`src/irq_pkg.sv`:
```
// constants for the event flag, mask and interrupt output block
package irq_pkg;

	// register width and register port address width
	localparam int REG_W = 16;
	localparam int ADDR_W = 16;

	// register offsets on the control port
	localparam logic [15:0] ADDR_L2_PIN_STATUS = 16'h0d10;
	localparam logic [15:0] ADDR_L2_DSP_STATUS = 16'h0d11;
	localparam logic [15:0] ADDR_L2_SYS_STATUS = 16'h0d12;
	localparam logic [15:0] ADDR_L2_PIN_MASK = 16'h0d18;
	localparam logic [15:0] ADDR_L2_DSP_MASK = 16'h0d19;
	localparam logic [15:0] ADDR_L2_SYS_MASK = 16'h0d1a;
	localparam logic [15:0] ADDR_L2_CTRL = 16'h0d1f;
	localparam logic [15:0] ADDR_AON_STATUS = 16'h0d51;
	localparam logic [15:0] ADDR_AON_MASK = 16'h0d53;

	// always-on line 1 field positions
	localparam int BIT_CLAMP_FALL = 7;
	localparam int BIT_CLAMP_RISE = 6;
	localparam int BIT_PIN5_FALL = 5;
	localparam int BIT_PIN5_RISE = 4;
	localparam int BIT_JACK_FALL = 3;
	localparam int BIT_JACK_RISE = 2;

	// line 2 pin status: pin events at bits 3..0
	localparam int BIT_PIN_LO = 0;
	localparam int PIN_COUNT = 4;

	// line 2 dsp status field positions
	localparam int BIT_DSP_MEM_READY = 8;
	localparam int BIT_DSP_REQ_B = 1;
	localparam int BIT_DSP_REQ_A = 0;

	// line 2 system status field positions
	localparam int BIT_SPK_WARN = 15;
	localparam int BIT_SPK_OFF = 14;
	localparam int BIT_HP_SENSE = 13;
	localparam int BIT_ACC_SENSE = 12;
	localparam int BIT_SEQ_DONE = 11;
	localparam int BIT_DYN_SIGNAL = 9;
	localparam int BIT_RATE_B_LOCK = 8;
	localparam int BIT_RATE_A_LOCK = 7;
	localparam int BIT_CLK_SLOW = 6;
	localparam int BIT_CLK_FAST = 5;
	localparam int BIT_LOOP_B_LOCK = 3;
	localparam int BIT_LOOP_A_LOCK = 2;

	// line 2 control: global output mask position and reset value
	localparam int BIT_L2_OUT_MASK = 0;
	localparam logic L2_OUT_MASK_RST = 1'b0;

	// always-on edge selection per bit
	localparam logic [15:0] AON_RISE = 16'h0054;
	localparam logic [15:0] AON_FALL = 16'h00a8;
	localparam logic [15:0] AON_IMPL = AON_RISE | AON_FALL;

	// line 2 pin status: both edges on every pin flag
	localparam logic [15:0] PIN_EDGE = 16'h000f;

	// line 2 dsp status edge selection
	localparam logic [15:0] DSP_RISE = 16'h0103;
	localparam logic [15:0] DSP_FALL = 16'h0003;
	localparam logic [15:0] DSP_IMPL = DSP_RISE | DSP_FALL;

	// line 2 system status: both edges, rising only, and event pulse bits
	localparam logic [15:0] SYS_BOTH = 16'hc38c;
	localparam logic [15:0] SYS_RISE_ONLY = 16'h2860;
	localparam logic [15:0] SYS_PULSE = 16'h1000;
	localparam logic [15:0] SYS_RISE = SYS_BOTH | SYS_RISE_ONLY;
	localparam logic [15:0] SYS_IMPL = SYS_RISE | SYS_PULSE;

	// reset values: status clear, every implemented mask bit set
	localparam logic [15:0] STATUS_RST = 16'h0000;
	localparam logic [15:0] AON_MASK_RST = AON_IMPL;
	localparam logic [15:0] PIN_MASK_RST = PIN_EDGE;
	localparam logic [15:0] DSP_MASK_RST = DSP_IMPL;
	localparam logic [15:0] SYS_MASK_RST = SYS_IMPL;
	localparam logic [15:0] RDATA_RST = 16'h0000;

endpackage : irq_pkg

```
`src/edge_flag_bank.sv`:
```
// one register's worth of synchronised edge detectors and sticky flags
module edge_flag_bank
	import irq_pkg::*;
#(
	parameter logic [15:0] RISE_EN = 16'h0000, // bits set on a rising edge
	parameter logic [15:0] FALL_EN = 16'h0000, // bits set on a falling edge
	parameter logic [15:0] PULSE_EN = 16'h0000 // bits set while source is high
)
(
	input wire logic clk_i,
	input wire logic rst_i,
	input wire logic [15:0] src_i,
	input wire logic [15:0] clr_i,
	output logic [15:0] flag_o
);

	// per-bit synchroniser, edge memory and sticky flag
	for (genvar b = 0; b < REG_W; b++)
	begin : g_bit
		logic meta_r; // first stage, read only by sync_r
		logic sync_r; // second stage
		logic prev_r; // last synchronised value
		logic flag_r;
		logic hit; // event seen this cycle
		logic flag_nxt;

		// edge or pulse qualification by the bit's mode
		assign hit = (RISE_EN[b] & sync_r & ~prev_r)
			| (FALL_EN[b] & ~sync_r & prev_r)
			| (PULSE_EN[b] & sync_r);
		// set beats a same-cycle write-one clear
		assign flag_nxt = hit | (flag_r & ~clr_i[b]);

		// two-stage sync, then edge memory and flag
		always_ff @(posedge clk_i or posedge rst_i)
		begin
			if (rst_i)
			begin
				meta_r <= 1'b0;
				sync_r <= 1'b0;
				prev_r <= 1'b0;
				flag_r <= 1'b0;
			end
			else
			begin
				meta_r <= src_i[b];
				sync_r <= meta_r;
				prev_r <= sync_r;
				flag_r <= flag_nxt;
			end
		end

		assign flag_o[b] = flag_r;
	end

endmodule : edge_flag_bank

```
`src/event_flag_status_and_mask.sv`:
```
// sticky event flags, per-flag masks and two interrupt outputs
// Function
// - flags latch on event, clear by writing one
// - line 2 pin flags 3..0 on both edges
// - always-on mask per flag, resets to one
// - mask zero passes flag, one blocks output
// - dsp ready rising; dsp requests both edges
// - speaker warning and shutdown flags both edges
// - accessory on event; headphone on rising edge
// - sequencer done, clock errors on rising edge
// - dynamics, rate, loop locks on both edges
// - always-on paired rise and fall flags
// - line 2 mask registers beside status registers
// - line 2 global output mask, resets zero
module event_flag_status_and_mask
	import irq_pkg::*;
(
	input wire logic clk_i,
	input wire logic rst_i,
	// register port
	input wire logic [15:0] reg_addr_i,
	input wire logic reg_wr_i,
	input wire logic reg_rd_i,
	input wire logic [15:0] reg_wdata_i,
	output logic [15:0] reg_rdata_o,
	// line 2 pin event sources
	input wire logic [3:0] gpio_i,
	// dsp event sources
	input wire logic dsp_mem_ready_i,
	input wire logic dsp_req_a_i,
	input wire logic dsp_req_b_i,
	// system event sources
	input wire logic spk_warn_i,
	input wire logic spk_off_i,
	input wire logic hp_sense_done_i,
	input wire logic acc_sense_event_i,
	input wire logic seq_done_i,
	input wire logic dyn_signal_i,
	input wire logic rate_a_lock_i,
	input wire logic rate_b_lock_i,
	input wire logic clk_slow_i,
	input wire logic clk_fast_i,
	input wire logic loop_a_lock_i,
	input wire logic loop_b_lock_i,
	// always-on event sources
	input wire logic clamp_i,
	input wire logic pin5_i,
	input wire logic jack_i,
	// interrupt outputs, active high
	output logic irq1_o,
	output logic irq2_o
);

	// timing: a source change shows in its flag three edges later (two sync
	// stages, then the edge compare), and on its irq pin one edge after that;
	// a register write lands on the edge that takes it, so a read in the next
	// cycle already sees the new mask or the cleared flag
	// only the event sources cross domains; the register port runs on clk_i
	// address decode
	// full 16-bit compare; a partial decode would alias 0x0d13 onto a register
	wire sel_pin_st = (reg_addr_i == ADDR_L2_PIN_STATUS);
	wire sel_dsp_st = (reg_addr_i == ADDR_L2_DSP_STATUS);
	wire sel_sys_st = (reg_addr_i == ADDR_L2_SYS_STATUS);
	wire sel_pin_mk = (reg_addr_i == ADDR_L2_PIN_MASK);
	wire sel_dsp_mk = (reg_addr_i == ADDR_L2_DSP_MASK);
	wire sel_sys_mk = (reg_addr_i == ADDR_L2_SYS_MASK);
	wire sel_ctrl = (reg_addr_i == ADDR_L2_CTRL);
	wire sel_aon_st = (reg_addr_i == ADDR_AON_STATUS);
	wire sel_aon_mk = (reg_addr_i == ADDR_AON_MASK);

	// a zero written to a status bit leaves it alone, so software can clear
	// one flag without disturbing the others
	// write-one-to-clear vectors, zero unless that status is written
	wire [15:0] clr_pin = (reg_wr_i && sel_pin_st) ? reg_wdata_i : 16'h0000;
	wire [15:0] clr_dsp = (reg_wr_i && sel_dsp_st) ? reg_wdata_i : 16'h0000;
	wire [15:0] clr_sys = (reg_wr_i && sel_sys_st) ? reg_wdata_i : 16'h0000;
	wire [15:0] clr_aon = (reg_wr_i && sel_aon_st) ? reg_wdata_i : 16'h0000;

	// source vectors placed at their flag positions
	logic [15:0] src_pin;
	logic [15:0] src_dsp;
	logic [15:0] src_sys;
	logic [15:0] src_aon;

	// sticky flag vectors
	logic [15:0] st_pin;
	logic [15:0] st_dsp;
	logic [15:0] st_sys;
	logic [15:0] st_aon;

	// mask registers and their next values
	logic [15:0] mk_pin_r;
	logic [15:0] mk_dsp_r;
	logic [15:0] mk_sys_r;
	logic [15:0] mk_aon_r;
	logic [15:0] mk_pin_nxt;
	logic [15:0] mk_dsp_nxt;
	logic [15:0] mk_sys_nxt;
	logic [15:0] mk_aon_nxt;

	// line 2 global output mask
	// one bit in its own word; the other bits of that word read zero
	logic out_mask_r;
	logic out_mask_nxt;

	// rdata_r loads only on a read strobe, so the last read stays visible
	// read data and interrupt output registers
	logic [15:0] rdata_r;
	logic [15:0] rdata_nxt;
	logic irq1_r;
	logic irq2_r;
	logic irq1_nxt;
	logic irq2_nxt;

	// unused positions are tied low so their flags can never set
	// line 2 pin sources: one pin per bit
	always_comb
	begin
		src_pin = 16'h0000;
		src_pin[BIT_PIN_LO +: PIN_COUNT] = gpio_i;
	end

	// dsp sources
	always_comb
	begin
		src_dsp = 16'h0000;
		src_dsp[BIT_DSP_MEM_READY] = dsp_mem_ready_i;
		src_dsp[BIT_DSP_REQ_B] = dsp_req_b_i;
		src_dsp[BIT_DSP_REQ_A] = dsp_req_a_i;
	end

	// system sources
	always_comb
	begin
		src_sys = 16'h0000;
		src_sys[BIT_SPK_WARN] = spk_warn_i;
		src_sys[BIT_SPK_OFF] = spk_off_i;
		src_sys[BIT_HP_SENSE] = hp_sense_done_i;
		src_sys[BIT_ACC_SENSE] = acc_sense_event_i;
		src_sys[BIT_SEQ_DONE] = seq_done_i;
		src_sys[BIT_DYN_SIGNAL] = dyn_signal_i;
		src_sys[BIT_RATE_B_LOCK] = rate_b_lock_i;
		src_sys[BIT_RATE_A_LOCK] = rate_a_lock_i;
		src_sys[BIT_CLK_SLOW] = clk_slow_i;
		src_sys[BIT_CLK_FAST] = clk_fast_i;
		src_sys[BIT_LOOP_B_LOCK] = loop_b_lock_i;
		src_sys[BIT_LOOP_A_LOCK] = loop_a_lock_i;
	end

	// always-on sources: each source feeds a fall and a rise flag
	always_comb
	begin
		src_aon = 16'h0000;
		src_aon[BIT_CLAMP_FALL] = clamp_i;
		src_aon[BIT_CLAMP_RISE] = clamp_i;
		src_aon[BIT_PIN5_FALL] = pin5_i;
		src_aon[BIT_PIN5_RISE] = pin5_i;
		src_aon[BIT_JACK_FALL] = jack_i;
		src_aon[BIT_JACK_RISE] = jack_i;
	end

	// each bank owns the sync stages of its own sources; bits with no edge
	// or pulse mode keep their flag at zero and read back zero
	// line 2 pin flags, both edges
	edge_flag_bank #(
		.RISE_EN(PIN_EDGE),
		.FALL_EN(PIN_EDGE),
		.PULSE_EN(16'h0000)
	) u_pin_flags (
		.clk_i(clk_i),
		.rst_i(rst_i),
		.src_i(src_pin),
		.clr_i(clr_pin),
		.flag_o(st_pin)
	);

	// dsp flags: ready on rising, requests on both edges
	edge_flag_bank #(
		.RISE_EN(DSP_RISE),
		.FALL_EN(DSP_FALL),
		.PULSE_EN(16'h0000)
	) u_dsp_flags (
		.clk_i(clk_i),
		.rst_i(rst_i),
		.src_i(src_dsp),
		.clr_i(clr_dsp),
		.flag_o(st_dsp)
	);

	// system flags; accessory detect sets on each completion pulse
	edge_flag_bank #(
		.RISE_EN(SYS_RISE),
		.FALL_EN(SYS_BOTH),
		.PULSE_EN(SYS_PULSE)
	) u_sys_flags (
		.clk_i(clk_i),
		.rst_i(rst_i),
		.src_i(src_sys),
		.clr_i(clr_sys),
		.flag_o(st_sys)
	);

	// always-on flags: paired opposite-edge detectors
	edge_flag_bank #(
		.RISE_EN(AON_RISE),
		.FALL_EN(AON_FALL),
		.PULSE_EN(16'h0000)
	) u_aon_flags (
		.clk_i(clk_i),
		.rst_i(rst_i),
		.src_i(src_aon),
		.clr_i(clr_aon),
		.flag_o(st_aon)
	);

	// unimplemented mask bits are dropped on write, so a read-back compare
	// by software never sees a bit with no flag behind it
	// mask writes keep only bits that have a flag; the rest read zero
	assign mk_pin_nxt = (reg_wr_i && sel_pin_mk) ? (reg_wdata_i & PIN_EDGE) : mk_pin_r;
	assign mk_dsp_nxt = (reg_wr_i && sel_dsp_mk) ? (reg_wdata_i & DSP_IMPL) : mk_dsp_r;
	assign mk_sys_nxt = (reg_wr_i && sel_sys_mk) ? (reg_wdata_i & SYS_IMPL) : mk_sys_r;
	assign mk_aon_nxt = (reg_wr_i && sel_aon_mk) ? (reg_wdata_i & AON_IMPL) : mk_aon_r;
	assign out_mask_nxt = (reg_wr_i && sel_ctrl) ? reg_wdata_i[BIT_L2_OUT_MASK] : out_mask_r;

	// the global output mask starts clear: line 2 is gated only by the
	// per-flag masks until software chooses to silence the whole line
	// mask registers; all per-flag masks start set so nothing fires early
	always_ff @(posedge clk_i or posedge rst_i)
	begin
		if (rst_i)
		begin
			mk_pin_r <= PIN_MASK_RST;
			mk_dsp_r <= DSP_MASK_RST;
			mk_sys_r <= SYS_MASK_RST;
			mk_aon_r <= AON_MASK_RST;
			out_mask_r <= L2_OUT_MASK_RST;
		end
		else
		begin
			mk_pin_r <= mk_pin_nxt;
			mk_dsp_r <= mk_dsp_nxt;
			mk_sys_r <= mk_sys_nxt;
			mk_aon_r <= mk_aon_nxt;
			out_mask_r <= out_mask_nxt;
		end
	end

	// the flags never look at the masks; unmasking a flag that is already
	// set raises the output on the next edge
	// unmasked flag terms; a masked flag still latches, only its vote is gated
	wire [15:0] live_pin = st_pin & ~mk_pin_r;
	wire [15:0] live_dsp = st_dsp & ~mk_dsp_r;
	wire [15:0] live_sys = st_sys & ~mk_sys_r;
	wire [15:0] live_aon = st_aon & ~mk_aon_r;

	// trade-off: registering the outputs costs one cycle but keeps decode
	// glitches off the interrupt pins
	// outputs follow the unmasked flags; global mask overrides line 2
	assign irq1_nxt = |live_aon;
	assign irq2_nxt = ~out_mask_r & (|{live_pin, live_dsp, live_sys});

	// read mux; unmapped addresses read zero
	// a read and a write on one edge return the value from before the write
	assign rdata_nxt = sel_pin_st ? st_pin :
		sel_dsp_st ? st_dsp :
		sel_sys_st ? st_sys :
		sel_pin_mk ? mk_pin_r :
		sel_dsp_mk ? mk_dsp_r :
		sel_sys_mk ? mk_sys_r :
		sel_ctrl ? {15'h0000, out_mask_r} :
		sel_aon_st ? st_aon :
		sel_aon_mk ? mk_aon_r :
		16'h0000;

	// read data holds until the next read; outputs registered for clean pins
	always_ff @(posedge clk_i or posedge rst_i)
	begin
		if (rst_i)
		begin
			rdata_r <= RDATA_RST;
			irq1_r <= 1'b0;
			irq2_r <= 1'b0;
		end
		else
		begin
			if (reg_rd_i)
			begin
				rdata_r <= rdata_nxt;
			end
			irq1_r <= irq1_nxt;
			irq2_r <= irq2_nxt;
		end
	end

	// limitation: a source must hold each level for at least one full clock
	// or the sync stages may miss it; two clocks give margin
	assign reg_rdata_o = rdata_r;
	assign irq1_o = irq1_r;
	assign irq2_o = irq2_r;

endmodule : event_flag_status_and_mask

```
`config.mk`:
```
export PLATFORM = sky130hd
export DESIGN_NAME = event_flag_status_and_mask
export DESIGN_NICKNAME = d
export VERILOG_FILES = /design/src/irq_pkg.sv /design/src/edge_flag_bank.sv /design/src/event_flag_status_and_mask.sv
export SDC_FILE = /design/constraint.sdc
export NUM_CORES = 1
export LEC_CHECK = 0
export ABC_AREA = 1
export CAP_MARGIN = 20
export CORE_MARGIN = 2
export CORE_UTILIZATION = 50
export DETAILED_ROUTE_END_ITERATION = 10
export DONT_BUFFER_PORTS = 1
export GPL_TIMING_DRIVEN = 0
export PLACE_DENSITY = 0.75
export REMOVE_ABC_BUFFERS = 1
export SETUP_SLACK_MARGIN = 0.5
export SLEW_MARGIN = 10
export SYNTH_ARGS = -nofsm -noshare
export SYNTH_HDL_FRONTEND = slang
export SYNTH_SLANG_ARGS = --single-unit
```
`constraint.sdc`:
```
create_clock -name clk_i -period 6.2 [get_ports clk_i]
set_clock_uncertainty 0.1 [all_clocks]
set_input_delay 1.55 -clock clk_i [delete_from_list [all_inputs] [get_ports clk_i]]
set_output_delay 1.55 -clock clk_i [all_outputs]
set_load 0.03 [all_outputs]
```
==> summary.md <==
| Metric | Value |
|---|---|
| Post-synth cell types | 37 |
| Core Area | 13700 um2 |
| GP Congestion | 0.895 |
| Main synth FF type | dfrtp_1 |
| Most numerous cell in the Yosys netlist | nand2_1 |
| Drt via density | 5.46 |
| Worst slew margin | 34.3% |
| Top cells by count, synth | nand2_1 (151), dfrtp_1 (148), inv_1 (89) |
| GR Overflow Total | 0 |
| Placed Area | 7110 um2 |
| DR pass1 iterations | 6 |
| Die area | 14800 um2 |
| Crit-path max FO | 20 |
| Max Slew Vio Count | 0 |
| Critical Path AT | 4.02 ns |
| # clock sinks | 173 |
| Rows | 43 |
| Initial antenna violation count | 0 |
| Area leader, netlist | dfrtp_1 |
| Pin count of the biggest net entering global routing | 98 |
| Initial DRC Count | 511 |
| Max clock buf depth | 2 |
| Final period util | 61.6% |
| CP max stage delay | 0.80 ns |
| Post-Syn Area | 6920 um2 |
| RSZ-0062 raised after global routing | false |
| DRC viols | 0 |
| Worst path slowest cell | nor2_1 |
| Crit path kind | in2reg |
| Post-CTS Hold Buffers | 0 |
| Clock Tree Root | clkbuf_16 |
| Final setup fails | 0 |
| Worst-path clk slew | 0.06 ns |
| PortBufs | 0 |
| Initial Utilization | 50.5% |
| Final Hold Viols | 0 |
| Status | completed |
| Worst vdd ir | 0.154 mV |
| Post-synth EDFFs | 0 |
| Vias | 4959 |
| Max Cap Violations | 0 |
| Mean Syn Cell Area | 9.81 um2 |
| Max Freq | 262 MHz |
| Routed Antenna Nets | 0 |
| FF+latch count, synth | 173 |
| Vias in the first global route | 4961 |
| First-pass GRT wire length | 25600 um |
| Final WL | 15700 um |
| IO Count | 76 |
| Hpwl dp | 10900 um |
| Reg2Reg Setup Slack | 4.42 ns |
| CTS-repair resized insts | 0 |
| Final instance area | 7750 um2 |
| Critical path capture point type | flop |
| Ys async rst share | 100% |
| Mapped Cells | 706 |
| Total power draw | 0.00236 W |
| CP most frequent cell | nor2_2 |
| GRT Util Overall | 23.0% |
| CTS tree | yes |
| Share of layout cells above drive strength 1 | 13.0% |
| Power Dens Cells | 305 nW/um2 |
| Fillers | 1179 |
| Critical Path RT | 6.40 ns |
| Synth Warn # | 0 |
| Die Y-Extent | 122 um |
| Cts bufs inserted | 17 |
| Ranking of synthesized cells by area | dfrtp_1 (53%), dfstp_2 (9.5%), nand2_1 (8.2%) |
| Post-CTS Setup Inserts | 0 |
| HP Class | reg2reg |
| Seq/Total Area, Yosys | 63.0% |
| Die width | 122 um |
| Drt wl/cell | 17.3 um |
| Leakage | 3.59 nW |
| Share of the synthesized area in the top cell type | 53.5% |
| Area added between synthesis and finish | 12.0% |
| Tightest Pin Transition | 0.982 ns |
| H-tree Lvls | 4 |
| Skew-Pair Late Insertion Delay | 0.42 ns |
| Antenna Diode Count | 0 |
| CP Launch Type | primary input |
| Crit-path cells | inv_1 > nor2_2 > nand2_1 > nor2_2 > nand2_2 > nor2_1 > inv_2 > o21ai_1 > o21ai_0 |
| Crit path time final | 3.82 ns |
| Layout Nets | 773 |
## sequential cells by signal, indices dropped and copies added, names as in the netlist, 4 cells and up
name,flops
reg_rdata_o,16
u_aon_flags.g_bit.flag_r,16
u_dsp_flags.g_bit.flag_r,16
u_pin_flags.g_bit.flag_r,16
u_sys_flags.g_bit.flag_r,16
mk_sys_r,12
u_sys_flags.g_bit.meta_r,12
u_sys_flags.g_bit.prev_r,11
u_sys_flags.g_bit.sync_r,11
mk_aon_r,6
mk_pin_r,4
u_pin_flags.g_bit.meta_r,4
u_pin_flags.g_bit.prev_r,4
u_pin_flags.g_bit.sync_r,4
## worst max-delay path: cells and delay by family
family / cells / cell delay [ns]
buf+inv: 2 / 0.23
compound gates: 2 / 0.29
simple gates: 5 / 1.94
## final timing paths
check / cells after the start / startpoint / to
setup / recovery: 9 / reg_addr_i[8] / u_aon_flags.g_bit[3].flag_r
hold / removal: 0 / u_sys_flags.g_bit[13].meta_r / u_sys_flags.g_bit[13].sync_r
setup reg to reg: 9 / mk_dsp_r[8] / irq2_o
min in group asynchronous: 1 / rst_i / u_sys_flags.g_bit[8].meta_r
max in group asynchronous: 2 / rst_i / mk_sys_r[14]
hold reg to reg: 0 / u_sys_flags.g_bit[13].meta_r / u_sys_flags.g_bit[13].sync_r
## cell families after synthesis
kind of cell              synth area share (%)
DFF                                       63.0
and+or+nand+nor                           17.9
xor gates and xnor gates                  1.64
AOI/OAI and AO/OA                         10.8
muxes                                    0.163
buffers and inverters                     6.54
## placed cells by master (no fill, tap or decap), types with 2 or more instances in the layout
| cell type | count |
|---|---|
| nand2_1 | 151 |
| dfrtp_1 | 148 |
| inv_1 | 88 |
| o21ai_1 | 48 |
| o21ai_0 | 38 |
| nor2_1 | 36 |
| a21oi_1 | 36 |
| nand3_1 | 28 |
| dfstp_2 | 25 |
| nand4_1 | 17 |
| clkbuf_16 | 17 |
| xnor2_1 | 13 |
| nor2_2 | 10 |
| inv_2 | 10 |
| o21a_1 | 7 |
| nand2_2 | 6 |
| o22ai_1 | 5 |
| bufinv_16 | 5 |
| clkinv_2 | 4 |
| nor4_1 | 4 |
| nor2_4 | 3 |
| a221oi_1 | 3 |
| clkbuf_1 | 3 |
| nand3_2 | 2 |
| nor3_1 | 2 |
| clkinvlp_4 | 2 |
## power by group
group	internal, W	switching [W]
logic	0.0000132	0.0000405
clock network	0.000725	0.000424
registers	0.00115	0.00000884
## cell type report
cell class                 count  area (um2)  area share [%]
clock buffer                  21         450            5.81
timing repair buffer           2        35.0           0.452
multi-input combinational    421        2110            27.2
sequential                   173        4360            56.2
clock inverter                11         189            2.44
tap                          180         225            2.90
inverter                     100         384            4.95
## per-layer routing
layer  wire length [um]  part of all wire [%]  vias to the layer above  global-route usage, %
met5                  0                     0                        -                      0
met4                342                   2.2                        0                   9.05
met3               1300                   8.3                       22                   7.21
met2               7550                    48                      214                   36.2
met1               6530                    42                     2421                   29.8
li1                   -                     -                     2302                      -
## per-stage QoR
step | cells | TNS [ns] | setup slack (ns) | utilization, % | hold WS, ns
3_5_place_dp | 875 | 0 | 1.99 | 51.8 | 0.235
5_1_grt | 908 | 0 | 2.17 | 56.5 | 0.254
2_1_floorplan | 694 | -14.37 | -0.0971 | - | 0.231
4_1_cts | 907 | 0 | 2.44 | 56.5 | 0.248
6_report | 908 | 0 | 2.38 | 56.5 | 0.247
3_3_place_gp | 874 | -252.89 | -1.72 | 51.6 | 0.232
No activity file was read; power rests on OpenSTA's default activity.
